<file path="config.mk">
export PLATFORM = sky130hd
export DESIGN_NAME = pif_flags
export DESIGN_NICKNAME = d
export VERILOG_FILES = /design/src/rtl/pif_pkg.sv /design/src/rtl/pif_flags.sv
export SDC_FILE = /design/constraint.sdc
export NUM_CORES = 1
export LEC_CHECK = 0
export BUFFER_PORTS_ARGS = -buffer_cell sky130_fd_sc_hd__buf_2
export CORE_AREA = 4 4 113 115
export CTS_BUF_LIST = sky130_fd_sc_hd__clkbuf_16
export DETAILED_ROUTE_END_ITERATION = 8
export DIE_AREA = 0 0 117 119
export SYNTH_ARGS = -nofsm -noshare
export SYNTH_HDL_FRONTEND = slang
export SYNTH_SLANG_ARGS = --single-unit
</file>
<file path="constraint.sdc">
create_clock -name CLK -period 2 [get_ports CLK]
set_input_delay 0.4 -clock CLK [delete_from_list [all_inputs] [get_ports CLK]]
set_output_delay 0.4 -clock CLK [all_outputs]
set_load 0.03 [all_outputs]
</file>
<file path="src/rtl/pif_pkg.sv">
// Package for the regulator interrupt flag block: offsets, bit positions and timing
`default_nettype none

package pif_pkg;

    // ------------------------------------------------------------
    // Register offsets
    // ------------------------------------------------------------
    localparam logic [7:0] SOFTWARE_RESET_CONTROL_ADDR   = 8'h18;  // Software reset control
    localparam logic [7:0] TOP_FLAGS_ADDR  = 8'h19;  // Top event flags
    localparam logic [7:0] RESET_FLAG_ADDR = 8'h1A;  // Reset event flag
    localparam logic [7:0] REG_FLAGS_ADDR  = 8'h1B;  // Per-regulator event flags
    localparam logic [7:0] TOP_STAT_ADDR   = 8'h1D;  // Live top status

    // ------------------------------------------------------------
    // Field positions
    // ------------------------------------------------------------
    localparam int TOP_PG_BIT     = 7;  // Power-good loss
    localparam int TOP_SUM_BIT    = 5;  // Regulator summary
    localparam int TOP_SYNC_BIT   = 4;  // Sync clock change
    localparam int TOP_TSD_BIT    = 3;  // Thermal shutdown
    localparam int TOP_TWARN_BIT  = 2;  // Thermal warning
    localparam int TOP_OVP_BIT    = 1;  // Input overvoltage
    localparam int TOP_MEAS_BIT   = 0;  // Measurement ready
    localparam int RST_FLAG_BIT   = 0;  // Reset event
    localparam int SOFTWARE_RESET_CONTROL_BIT   = 0;  // Software reset control
    localparam int REG_PG_BIT0    = 2;  // Regulator 0 power good, regulator 1 is +4
    localparam int REG_SC_BIT0    = 1;  // Regulator 0 short, regulator 1 is +4
    localparam int REG_ILIM_BIT0  = 0;  // Regulator 0 current limit, regulator 1 is +4
    localparam int REG_STRIDE     = 4;  // Distance between regulator fields

    // ------------------------------------------------------------
    // Masks and reset values
    // ------------------------------------------------------------
    localparam logic [7:0] TOP_W1C_MASK  = 8'h9F;  // Host-clearable top bits
    localparam logic [7:0] RST_W1C_MASK  = 8'h01;  // Host-clearable reset bit
    localparam logic [7:0] REG_W1C_MASK  = 8'h77;  // Host-clearable regulator bits
    localparam logic [7:0] TOP_MASKABLE  = 8'h95;  // Top events that own a mask bit
    localparam logic [7:0] FLAGS_RESET   = 8'h00;  // Value of the top and regulator flag registers at reset

    // ------------------------------------------------------------
    // Timing
    // ------------------------------------------------------------
    localparam int CLK_PERIOD_NS = 25;       // 40 MHz clock
    localparam int SC_TIME_NS    = 1000000;  // Short must last beyond 1 ms
    localparam int SC_CYCLES     = (SC_TIME_NS + CLK_PERIOD_NS - 1) / CLK_PERIOD_NS;

    // ------------------------------------------------------------
    // Event inputs from the analog detectors
    // ------------------------------------------------------------
    typedef struct packed {
        logic       power_good_pin;         // Power-good pin, 1 = active
        logic       sync_clk_present;       // External sync clock seen
        logic       thermal_shutdown_live;  // Above shutdown level
        logic       thermal_warning_live;   // Above warning level
        logic       overvoltage_live;       // Input above overvoltage level
        logic       meas_done;              // New load-current result stored
        logic       undervoltage;           // Analog supply below threshold
        logic [1:0] reg_pg_event;           // Per-regulator power-good event
        logic [1:0] reg_short_low;          // Output below short threshold
        logic [1:0] reg_ilim_active;        // Output current limit active
    } pif_evt_type;

endpackage : pif_pkg

`default_nettype wire

</file>
<file path="src/rtl/pif_flags.sv">
// Interrupt flag logic of the dual regulator device
`default_nettype none

module pif_flags
    import pif_pkg::*;
#(
    parameter int SC_LIMIT = SC_CYCLES  // Cycles of low output before a short is flagged
)
(
    // Clock and reset
    input  wire logic        CLK,
    input  wire logic        RST_B,
    // Register port from the serial interface
    input  wire logic [7:0]  REG_ADDR,
    input  wire logic [7:0]  REG_WDATA,
    input  wire logic        REG_WR,
    input  wire logic        REG_RD,
    output logic      [7:0]  REG_RDATA,
    // Detector events and mask settings
    input  wire pif_evt_type EVT,
    input  wire logic [7:0]  TOP_MASK,
    // Regulator and general output control
    input  wire logic [1:0]  REG_EN_REQ,
    input  wire logic [1:0]  GPO_REQ,
    output logic      [1:0]  REG_EN,
    output logic      [1:0]  GPO_OUT,
    // Interrupt request and interface reset
    output logic             INT_REQ,
    output logic             SERIAL_RESET
);

    // ------------------------------------------------------------
    // Local constants
    // ------------------------------------------------------------
    localparam int              SC_W    = $clog2(SC_LIMIT + 2);   // Short counter width
    localparam logic [SC_W-1:0] SC_LAST = SC_W'(SC_LIMIT);        // Last count before flag
    localparam logic [SC_W-1:0] SC_DONE = SC_W'(SC_LIMIT + 1);    // Saturated count

    // ------------------------------------------------------------
    // State
    // ------------------------------------------------------------
    logic [7:0]      top_flags_reg,  top_flags_next;   // Latched top flags
    logic            rst_flag_reg,   rst_flag_next;    // Latched reset flag
    logic [7:0]      reg_flags_reg,  reg_flags_next;   // Latched regulator flags
    pif_evt_type     evt_prev_reg;                     // Events one cycle ago
    logic            prev_valid_reg;                   // Event history holds a real sample
    logic [1:0]      en_req_prev_reg;                  // Enable requests one cycle ago
    logic [SC_W-1:0] sc_cnt_reg [2];                   // Low-output run length
    logic [SC_W-1:0] sc_cnt_next [2];
    logic [1:0]      en_reg,         en_next;          // Regulator enables
    logic [1:0]      gpo_reg,        gpo_next;         // General outputs
    logic [7:0]      rdata_reg,      rdata_next;       // Read data
    logic            irq_reg,        irq_next;         // Interrupt request
    logic            ser_rst_reg,    ser_rst_next;     // Interface reset pulse

    // ------------------------------------------------------------
    // Event decode
    // ------------------------------------------------------------
    logic       pg_loss;     // Power-good went active to inactive
    logic       sync_chg;    // Sync clock appeared or vanished
    logic       tsd_rise;    // Shutdown level crossed
    logic       twarn_rise;  // Warning level crossed
    logic       ovp_rise;    // Overvoltage level crossed
    logic       software_reset_control;    // Host wrote one to the reset control
    logic       reset_evt;   // Undervoltage or software reset
    logic [7:0] reg_set;     // Regulator flag set terms
    logic [7:0] top_view;    // Top register as software sees it
    pif_evt_type evt_hist;   // Event history used by the edge detectors

    // Until history holds a real sample, events are compared with themselves,
    // so idle levels at reset release never look like an edge
    assign evt_hist   = prev_valid_reg ? evt_prev_reg : EVT;
    assign pg_loss    = evt_hist.power_good_pin & ~EVT.power_good_pin;
    assign sync_chg   = evt_hist.sync_clk_present ^ EVT.sync_clk_present;
    assign tsd_rise   = EVT.thermal_shutdown_live & ~evt_hist.thermal_shutdown_live;
    assign twarn_rise = EVT.thermal_warning_live & ~evt_hist.thermal_warning_live;
    assign ovp_rise   = EVT.overvoltage_live & ~evt_hist.overvoltage_live;
    assign software_reset_control   = REG_WR && REG_ADDR == SOFTWARE_RESET_CONTROL_ADDR && REG_WDATA[SOFTWARE_RESET_CONTROL_BIT];
    assign reset_evt  = EVT.undervoltage | software_reset_control;

    // Summary bit is derived, never stored, so it drops the moment the register empties
    always_comb
    begin
        top_view              = top_flags_reg;
        top_view[TOP_SUM_BIT] = reg_flags_reg != FLAGS_RESET;
    end

    // ------------------------------------------------------------
    // Short-circuit run counters, one per regulator
    // ------------------------------------------------------------
    always_comb
    begin
        reg_set = 8'h00;
        for (int i = 0; i < 2; i++)
        begin
            sc_cnt_next[i] = sc_cnt_reg[i];
            if (reset_evt || !EVT.reg_short_low[i])
            begin
                // Any good sample restarts the run
                sc_cnt_next[i] = '0;
            end
            else if (sc_cnt_reg[i] == SC_LAST)
            begin
                // Low for more than the limit: flag once, then hold
                sc_cnt_next[i]                          = SC_DONE;
                reg_set[REG_SC_BIT0 + i * REG_STRIDE]   = 1'b1;
            end
            else if (sc_cnt_reg[i] != SC_DONE)
            begin
                sc_cnt_next[i] = sc_cnt_reg[i] + 1'b1;
            end
            // Power-good event and current-limit activation
            reg_set[REG_PG_BIT0 + i * REG_STRIDE]   = EVT.reg_pg_event[i];
            reg_set[REG_ILIM_BIT0 + i * REG_STRIDE] =
                EVT.reg_ilim_active[i] & ~evt_hist.reg_ilim_active[i];
        end
    end

    // ------------------------------------------------------------
    // Flag next values: set wins over a clear in the same cycle
    // ------------------------------------------------------------
    always_comb
    begin
        logic [7:0] top_set;   // Top flag set terms
        logic [7:0] top_clr;   // Top flag write-one clears
        logic [7:0] reg_clr;   // Regulator flag write-one clears
        logic       rst_clr;   // Reset flag write-one clear
        top_set                = 8'h00;
        top_set[TOP_PG_BIT]    = pg_loss;
        top_set[TOP_SYNC_BIT]  = sync_chg;
        top_set[TOP_TSD_BIT]   = tsd_rise;
        top_set[TOP_TWARN_BIT] = twarn_rise;
        top_set[TOP_OVP_BIT]   = ovp_rise;
        top_set[TOP_MEAS_BIT]  = EVT.meas_done;
        // Only host-clearable bits react to ones; zeros and other bits are ignored
        top_clr = (REG_WR && REG_ADDR == TOP_FLAGS_ADDR) ? (REG_WDATA & TOP_W1C_MASK)
                                                         : 8'h00;
        reg_clr = (REG_WR && REG_ADDR == REG_FLAGS_ADDR) ? (REG_WDATA & REG_W1C_MASK)
                                                         : 8'h00;
        rst_clr = REG_WR && REG_ADDR == RESET_FLAG_ADDR && (REG_WDATA & RST_W1C_MASK) != 8'h00;
        if (reset_evt)
        begin
            // Registers return to defaults and the reset flag records it in the same cycle
            top_flags_next = FLAGS_RESET;
            reg_flags_next = FLAGS_RESET;
            rst_flag_next  = 1'b1;
        end
        else
        begin
            top_flags_next = ((top_flags_reg & ~top_clr) | top_set) & TOP_W1C_MASK;
            reg_flags_next = ((reg_flags_reg & ~reg_clr) | reg_set) & REG_W1C_MASK;
            rst_flag_next  = rst_flag_reg & ~rst_clr;
        end
    end

    // ------------------------------------------------------------
    // Regulator enables, general outputs, read data, interrupt
    // ------------------------------------------------------------
    always_comb
    begin
        logic [1:0] req_rise;  // New enable requests
        logic       kill;      // Fault or reset turns regulators off
        logic [7:0] irq_src;   // Top sources after masking
        req_rise = REG_EN_REQ & ~en_req_prev_reg;
        kill     = tsd_rise | ovp_rise | reset_evt;
        // A regulator only starts on a fresh request while no shutdown flag stands
        if (kill || top_flags_reg[TOP_TSD_BIT])
        begin
            en_next = 2'b00;
        end
        else
        begin
            en_next = REG_EN_REQ & (en_reg | req_rise);
        end
        // Outputs stay low while a shutdown or overvoltage flag stands
        if (kill || top_flags_next[TOP_TSD_BIT] || top_flags_next[TOP_OVP_BIT])
        begin
            gpo_next = 2'b00;
        end
        else
        begin
            gpo_next = GPO_REQ;
        end
        // Read decode; unmapped and reserved read as zero
        rdata_next = rdata_reg;
        if (REG_RD)
        begin
            unique case (REG_ADDR)
                TOP_FLAGS_ADDR:  rdata_next = top_view;
                RESET_FLAG_ADDR: rdata_next = {7'h00, rst_flag_reg};
                REG_FLAGS_ADDR:  rdata_next = reg_flags_reg;
                TOP_STAT_ADDR:   rdata_next = {EVT.power_good_pin, 2'b00,
                                               ~EVT.sync_clk_present,
                                               EVT.thermal_shutdown_live,
                                               EVT.thermal_warning_live,
                                               EVT.overvoltage_live, 1'b0};
                default:         rdata_next = 8'h00;  // Control bit self-clears
            endcase
        end
        // Interrupt from next flag values so it tracks the flags exactly
        irq_src                = top_flags_next;
        irq_src[TOP_SUM_BIT]   = reg_flags_next != FLAGS_RESET;
        irq_src                = irq_src & ~(TOP_MASK & TOP_MASKABLE);
        irq_next               = (irq_src != 8'h00) | rst_flag_next;
        ser_rst_next           = software_reset_control;
    end

    // ------------------------------------------------------------
    // Registers
    // ------------------------------------------------------------
    always_ff @(posedge CLK or negedge RST_B)
    begin
        if (!RST_B)
        begin
            top_flags_reg   <= FLAGS_RESET;
            rst_flag_reg    <= 1'b0;
            reg_flags_reg   <= FLAGS_RESET;
            evt_prev_reg    <= '0;
            prev_valid_reg  <= 1'b0;
            en_req_prev_reg <= 2'b00;
            sc_cnt_reg[0]   <= '0;
            sc_cnt_reg[1]   <= '0;
            en_reg          <= 2'b00;
            gpo_reg         <= 2'b00;
            rdata_reg       <= 8'h00;
            irq_reg         <= 1'b0;
            ser_rst_reg     <= 1'b0;
        end
        else
        begin
            top_flags_reg   <= top_flags_next;
            rst_flag_reg    <= rst_flag_next;
            reg_flags_reg   <= reg_flags_next;
            evt_prev_reg    <= EVT;
            prev_valid_reg  <= 1'b1;
            en_req_prev_reg <= REG_EN_REQ;
            sc_cnt_reg[0]   <= sc_cnt_next[0];
            sc_cnt_reg[1]   <= sc_cnt_next[1];
            en_reg          <= en_next;
            gpo_reg         <= gpo_next;
            rdata_reg       <= rdata_next;
            irq_reg         <= irq_next;
            ser_rst_reg     <= ser_rst_next;
        end
    end

    assign REG_RDATA    = rdata_reg;
    assign REG_EN       = en_reg;
    assign GPO_OUT      = gpo_reg;
    assign INT_REQ      = irq_reg;
    assign SERIAL_RESET = ser_rst_reg;
endmodule : pif_flags

`default_nettype wire

</file>
# Yosys cells after proc, flatten, opt, wreduce, memory -nomap -nowiden
# Index checks and enable logic that the tools add are counted.
# classes
addsub	2
n_bitwise	32
mux	19
eq_ne	9
reduce_logical	18
# op_table
cell	n
16-bit two-way mux	6
8-bit by 5-bit == test with 1-bit output, second input constant	5
16-bit by 1-bit adder with 16-bit output, second input constant	2
16-bit == test, second input constant	2
16-bit != test, second input constant	2
8-bit one-hot mux with 4 select lines	1
8-bit nonzero test	3
8-bit AND	2
8-bit two-way mux	2
8-bit NOT	2
7-bit two-way mux	2
13-bit two-way mux	1
1-bit NOT	8
8-bit bitwise OR	1
1-bit AND	7
7-bit AND	1
7-bit NOT	1
7-bit bitwise OR	1
1-bit logical AND	6
3-bit nonzero test	2
1-bit logical OR	5
1-bit two-way mux	5
2-bit AND	2
2-bit two-way mux	2
5 further kinds	9
# totals
elab_cells	102
output_inout_bits	14
inputBits	45
regBits	78

# Depth between registers and ports, before layout
# depth
word_depth	12
mapped_depth	7
depth_no_buf	6

# Worst setup path before layout
# No wires, ideal clock.
# synth_timing
path_kind	input -> register
start	input port REG_ADDR[0]
end	register irq_reg, in the netlist INT_REQ
slack_ns	0.037
path_buffers	2
stages	7
t_arrival_ns	1.822
required_ns	1.859
setup_time_ns	0.141
path_cell_list	buf_4 > or4b_1 > buf_2 > o31ai_4 > a21oi_2 > a2111oi_4 > nand4_1
# synth_between
elab_chain_len	12
elab_cells_between_ends	32
classes_between	eq/ne (4); mux (7); bitwise (11); reduce/logical (10)
# synth_rtl
element	line_no	text
from (decl)	pif_flags.sv:14	input wire logic [7:0] REG_ADDR,
8-bit by 5-bit == test with 1-bit output	pif_flags.sv:78	assign software_reset_control = REG_WR && REG_ADDR == SOFTWARE_RESET_CONTROL_ADDR && REG_WDATA[SOFTWARE_RESET_ ...
1-bit logical AND (2 in series)	pif_flags.sv:78	
1-bit bitwise OR	pif_flags.sv:79	assign reset_evt = EVT.undervoltage | software_reset_control;
1-bit logical OR	pif_flags.sv:97	if (reset_evt || !EVT.reg_short_low[i])
1-bit two-way mux	pif_flags.sv:97	
7-bit bitwise OR	pif_flags.sv:151	reg_flags_next = ((reg_flags_reg & ~reg_clr) | reg_set) & REG_W1C_MASK;
7-bit two-way mux	pif_flags.sv:141	if (reset_evt)
8-bit nonzero test	pif_flags.sv:202	irq_src[TOP_SUM_BIT] = reg_flags_next != FLAGS_RESET;
8-bit AND	pif_flags.sv:203	irq_src = irq_src & ~(TOP_MASK & TOP_MASKABLE);
8-bit nonzero test	pif_flags.sv:204	irq_next = (irq_src != 8'h00) | rst_flag_next;
1-bit bitwise OR *	pif_flags.sv:204	
via irq_next	pif_flags.sv:53	logic irq_reg, irq_next;
to (signal assigned)	pif_flags.sv:242	irq_reg <= irq_next;
to (decl)	pif_flags.sv:53	
# Mark *: on every way through the listed nets, which the timed path passes. The rest lies on a longest branch.
# A chain may end at the register's enable or synchronous reset.

# Worst setup path in the final report
# layout_timing
start	register sc_cnt_reg[24] (netlist bit)
end	register sc_cnt_reg[16] (netlist bit)
# layout_between
elab_chain_len	3
elab_cells_between_ends	5
classes_between	eq/ne (2); mux (2); reduce/logical (1)
# layout_rtl
element	line_no	text
from (decl)	pif_flags.sv:48	logic [SC_W-1:0] sc_cnt_reg [2];
16-bit == test	pif_flags.sv:102	else if (sc_cnt_reg[i] == SC_LAST)
16-bit two-way mux	pif_flags.sv:102	
16-bit two-way mux	pif_flags.sv:97	
# Several ways; a longest one is shown, not always the timed one.

==> results.yml <==
cts:
  cts_sinks: 69
  cts_tree: "done"
  worstSkewPairLatency_ns: 0.33
  cts_resized: 0
  cts_setup_buffers: 0
  path_clk_slew_ns: 0.06
  clock_path_buffers: 2
  cts_buffers: 9
  cts_root_buf: "clkbuf_16"
  hold_buffers: 0
  htree_levels: 3
routing:
  vias: 2934
  drt_first_pass_iters: 5
  antenna_left: 0
  routed_wl_um: 8700
  first_iter_violations: 258
  drc: 0
  wire_per_inst_um: 14.7
  vias_per_cell: 4.97
job:
  maxCapViolations: 0
place:
  place.gp.congestion: 0.838
  dp.cells: 574
  dpl.hpwl_um: 6570
  portBuffers: 54
  place_ws_ns: -0.168
  placed_cell_area_sq_um: 4110
worst_setup_path:
  worst_ep_required_time_ns: 2.20
  cp-end-kind: "flip-flop"
  arrival_ns: 2.06
  crit_fanout: 5
  cp_slowest_cell: "or4_1"
  crit_path_max_incr_delay_ns: 0.56
  cp_cell_sequence: "or4_1 > nor4_4 > nand2_1 > nor3_1 > a211oi_1"
  crit_type: "reg2reg"
  startpoint_type: "flip-flop"
cells_and_area:
  area_delta_synth_final_pct: 27.6
  final_common_cell: "dfrtp_1"
  drive_gt1_frac: 0.239
  largest_register_ffs: 32
  fin_nets: 489
  antennaDiodeCount: 0
  layout_common_cells: "69 x dfrtp_1, 54 x buf_2, 42 x nor2_1, 31 x nand2_1, 28 x buf_4"
  stdcell_area_sq_um: 4390
  stdcell_count: 590
synthesis:
  synth_cells: 351
  avgSynthCellArea_sq_um: 9.80
  syn_nets: 402
  syn_area_sq_um: 3440
  synth_top_area_share: 0.502
  ys.flop_type: "dfrtp_1"
  ys_warn_count: 0
  synth.area.top_cells: "dfrtp_1 50%, nor2_1 4.6%, nand2_1 3.4%"
  seq_area_frac_synth: 0.502
  yosys.area.top_type: "dfrtp_1"
  synth-edff-count: 0
  ys_ff_latch: 69
  synth_cell_types: 58
  ys_async_sr_fraction: 1.00
sta:
  fin_ws_ns: 0.133
  clock_skew_ns: 0.00565
  fin_crit_sh: 0.934
  final_max_slew_viol_count: 0
  relSlewSlack: 0.625
  finalCriticalPeriod_ns: 1.87
  hold_violations: 0
  rsz0062_at_grt: "no"
  worstMarginPinSlew_ns: 0.562
  fmax_mhz: 536
  setup-tns-final_ns: 0
  setup_violations: 0
floorplan:
  die-area_sq_um: 13900
  initial_core_util: 0.291
  coreArea_sq_um: 11800
  die_width_um: 117
  die_h_um: 119
  rows: 40
  io_pins: 59
grt:
  grt_pass1_vias: 2942
  grt_max_degree: 28
  track_usage: 0.132
  overflow: 0
  antenna_found_initial: 1
  grt_pass1_wl_um: 14400
run_status:
  status: "completed"
power:
  cellPowerDensity_nw_per_um2: 739
  power_leakage_nw: 1.89
  p_total_w: 0.00324
  max-vdd-ir-drop_mv: 0.325
min_path:
  hold_class: "in2async"
per-layer routing:
layer,GRT usage,up-vias,part of all wire
li1,-,1429,-
met1,0.167,1414,0.44
met5,0,-,0.0015
met4,0.0545,2,0.023
met3,0.0325,15,0.057
met2,0.212,74,0.48
stage by stage:
stage          hold WS [ns]  utilization
6_report             0.0571        0.372
5_1_grt              0.0895        0.372
4_1_cts              0.0651        0.372
3_5_place_dp          0.422        0.348
3_3_place_gp          0.416        0.348
2_1_floorplan         0.104            -
critical path: cells and delay by family (launching register included):
family          cells  cell delay (ns)
simple gates        4             1.26
compound gates      1             0.08
flops               1             0.40
power by group:
part / internal (W) / leakage (nW) / switching, W
clock: 0.000944 / 0.139 / 0.000578
sequential: 0.00143 / 0.918 / 0.0000256
combinational: 0.000111 / 0.836 / 0.000157
logic make-up (layout without fill, tap and decap cells):
family | Yosys count | in the layout | synth area share
multiplexers | 1 | 1 | 0.00327
flip-flops | 69 | 69 | 0.502
XOR/XNOR | 23 | 23 | 0.0585
buffers and inverters | 29 | 121 | 0.0338
AND/OR/NAND/NOR | 155 | 155 | 0.241
other | 1 | 1 | 0.00109
adder cells (fa/ha/maj) | 6 | 6 | 0.0218
AO/OA/AOI/OAI | 67 | 67 | 0.139
cell usage after synthesis, types with 2 or more instances:
cell type / instances
nand4_1: 7
and2_1: 7
nand3b_1: 7
a21o_1: 3
a222oi_1: 2
dfrtp_1: 69
inv_1: 21
a21oi_1: 19
nor3_1: 10
xor2_1: 11
and3_1: 5
xnor2_1: 12
o22ai_1: 5
a22oi_1: 2
buf_2: 3
and4_1: 5
o31ai_1: 2
nor4_1: 4
nor4b_1: 3
o21ai_0: 11
o32ai_1: 2
a211oi_1: 5
nor2_1: 42
nand3_1: 16
ha_1: 6
clkbuf_1: 4
or3_1: 3
o41ai_1: 3
nand2b_1: 3
nand2_1: 31
cell type report:
type                    instances  area, sq um
clock buffers                   9          225
repair buffers                 84          520
flip-flops and latches         69         1730
clock inverters                 7         57.6
well taps                     147          184
multi-input cells             253         1600
fillers                      1195         7420
inverters                      21         78.8
path summary, 6_finish.rpt:
kind	start	endpoint	slack, ns	depth (start not counted)
min in group CLK	REG_EN_REQ[1]	en_req_prev_reg[1]	0.19	1
min	RST_B	evt_prev_reg[11]	0.06	1
max in group asynchronous	RST_B	GPO_OUT[1]	1.40	2
max	sc_cnt_reg[24]	sc_cnt_reg[16]	0.13	5
max reg2reg	sc_cnt_reg[24]	sc_cnt_reg[16]	0.13	5
min reg2reg	REG_RDATA[5]	REG_RDATA[5]	0.52	2
(Power assumes the default switching activity.)
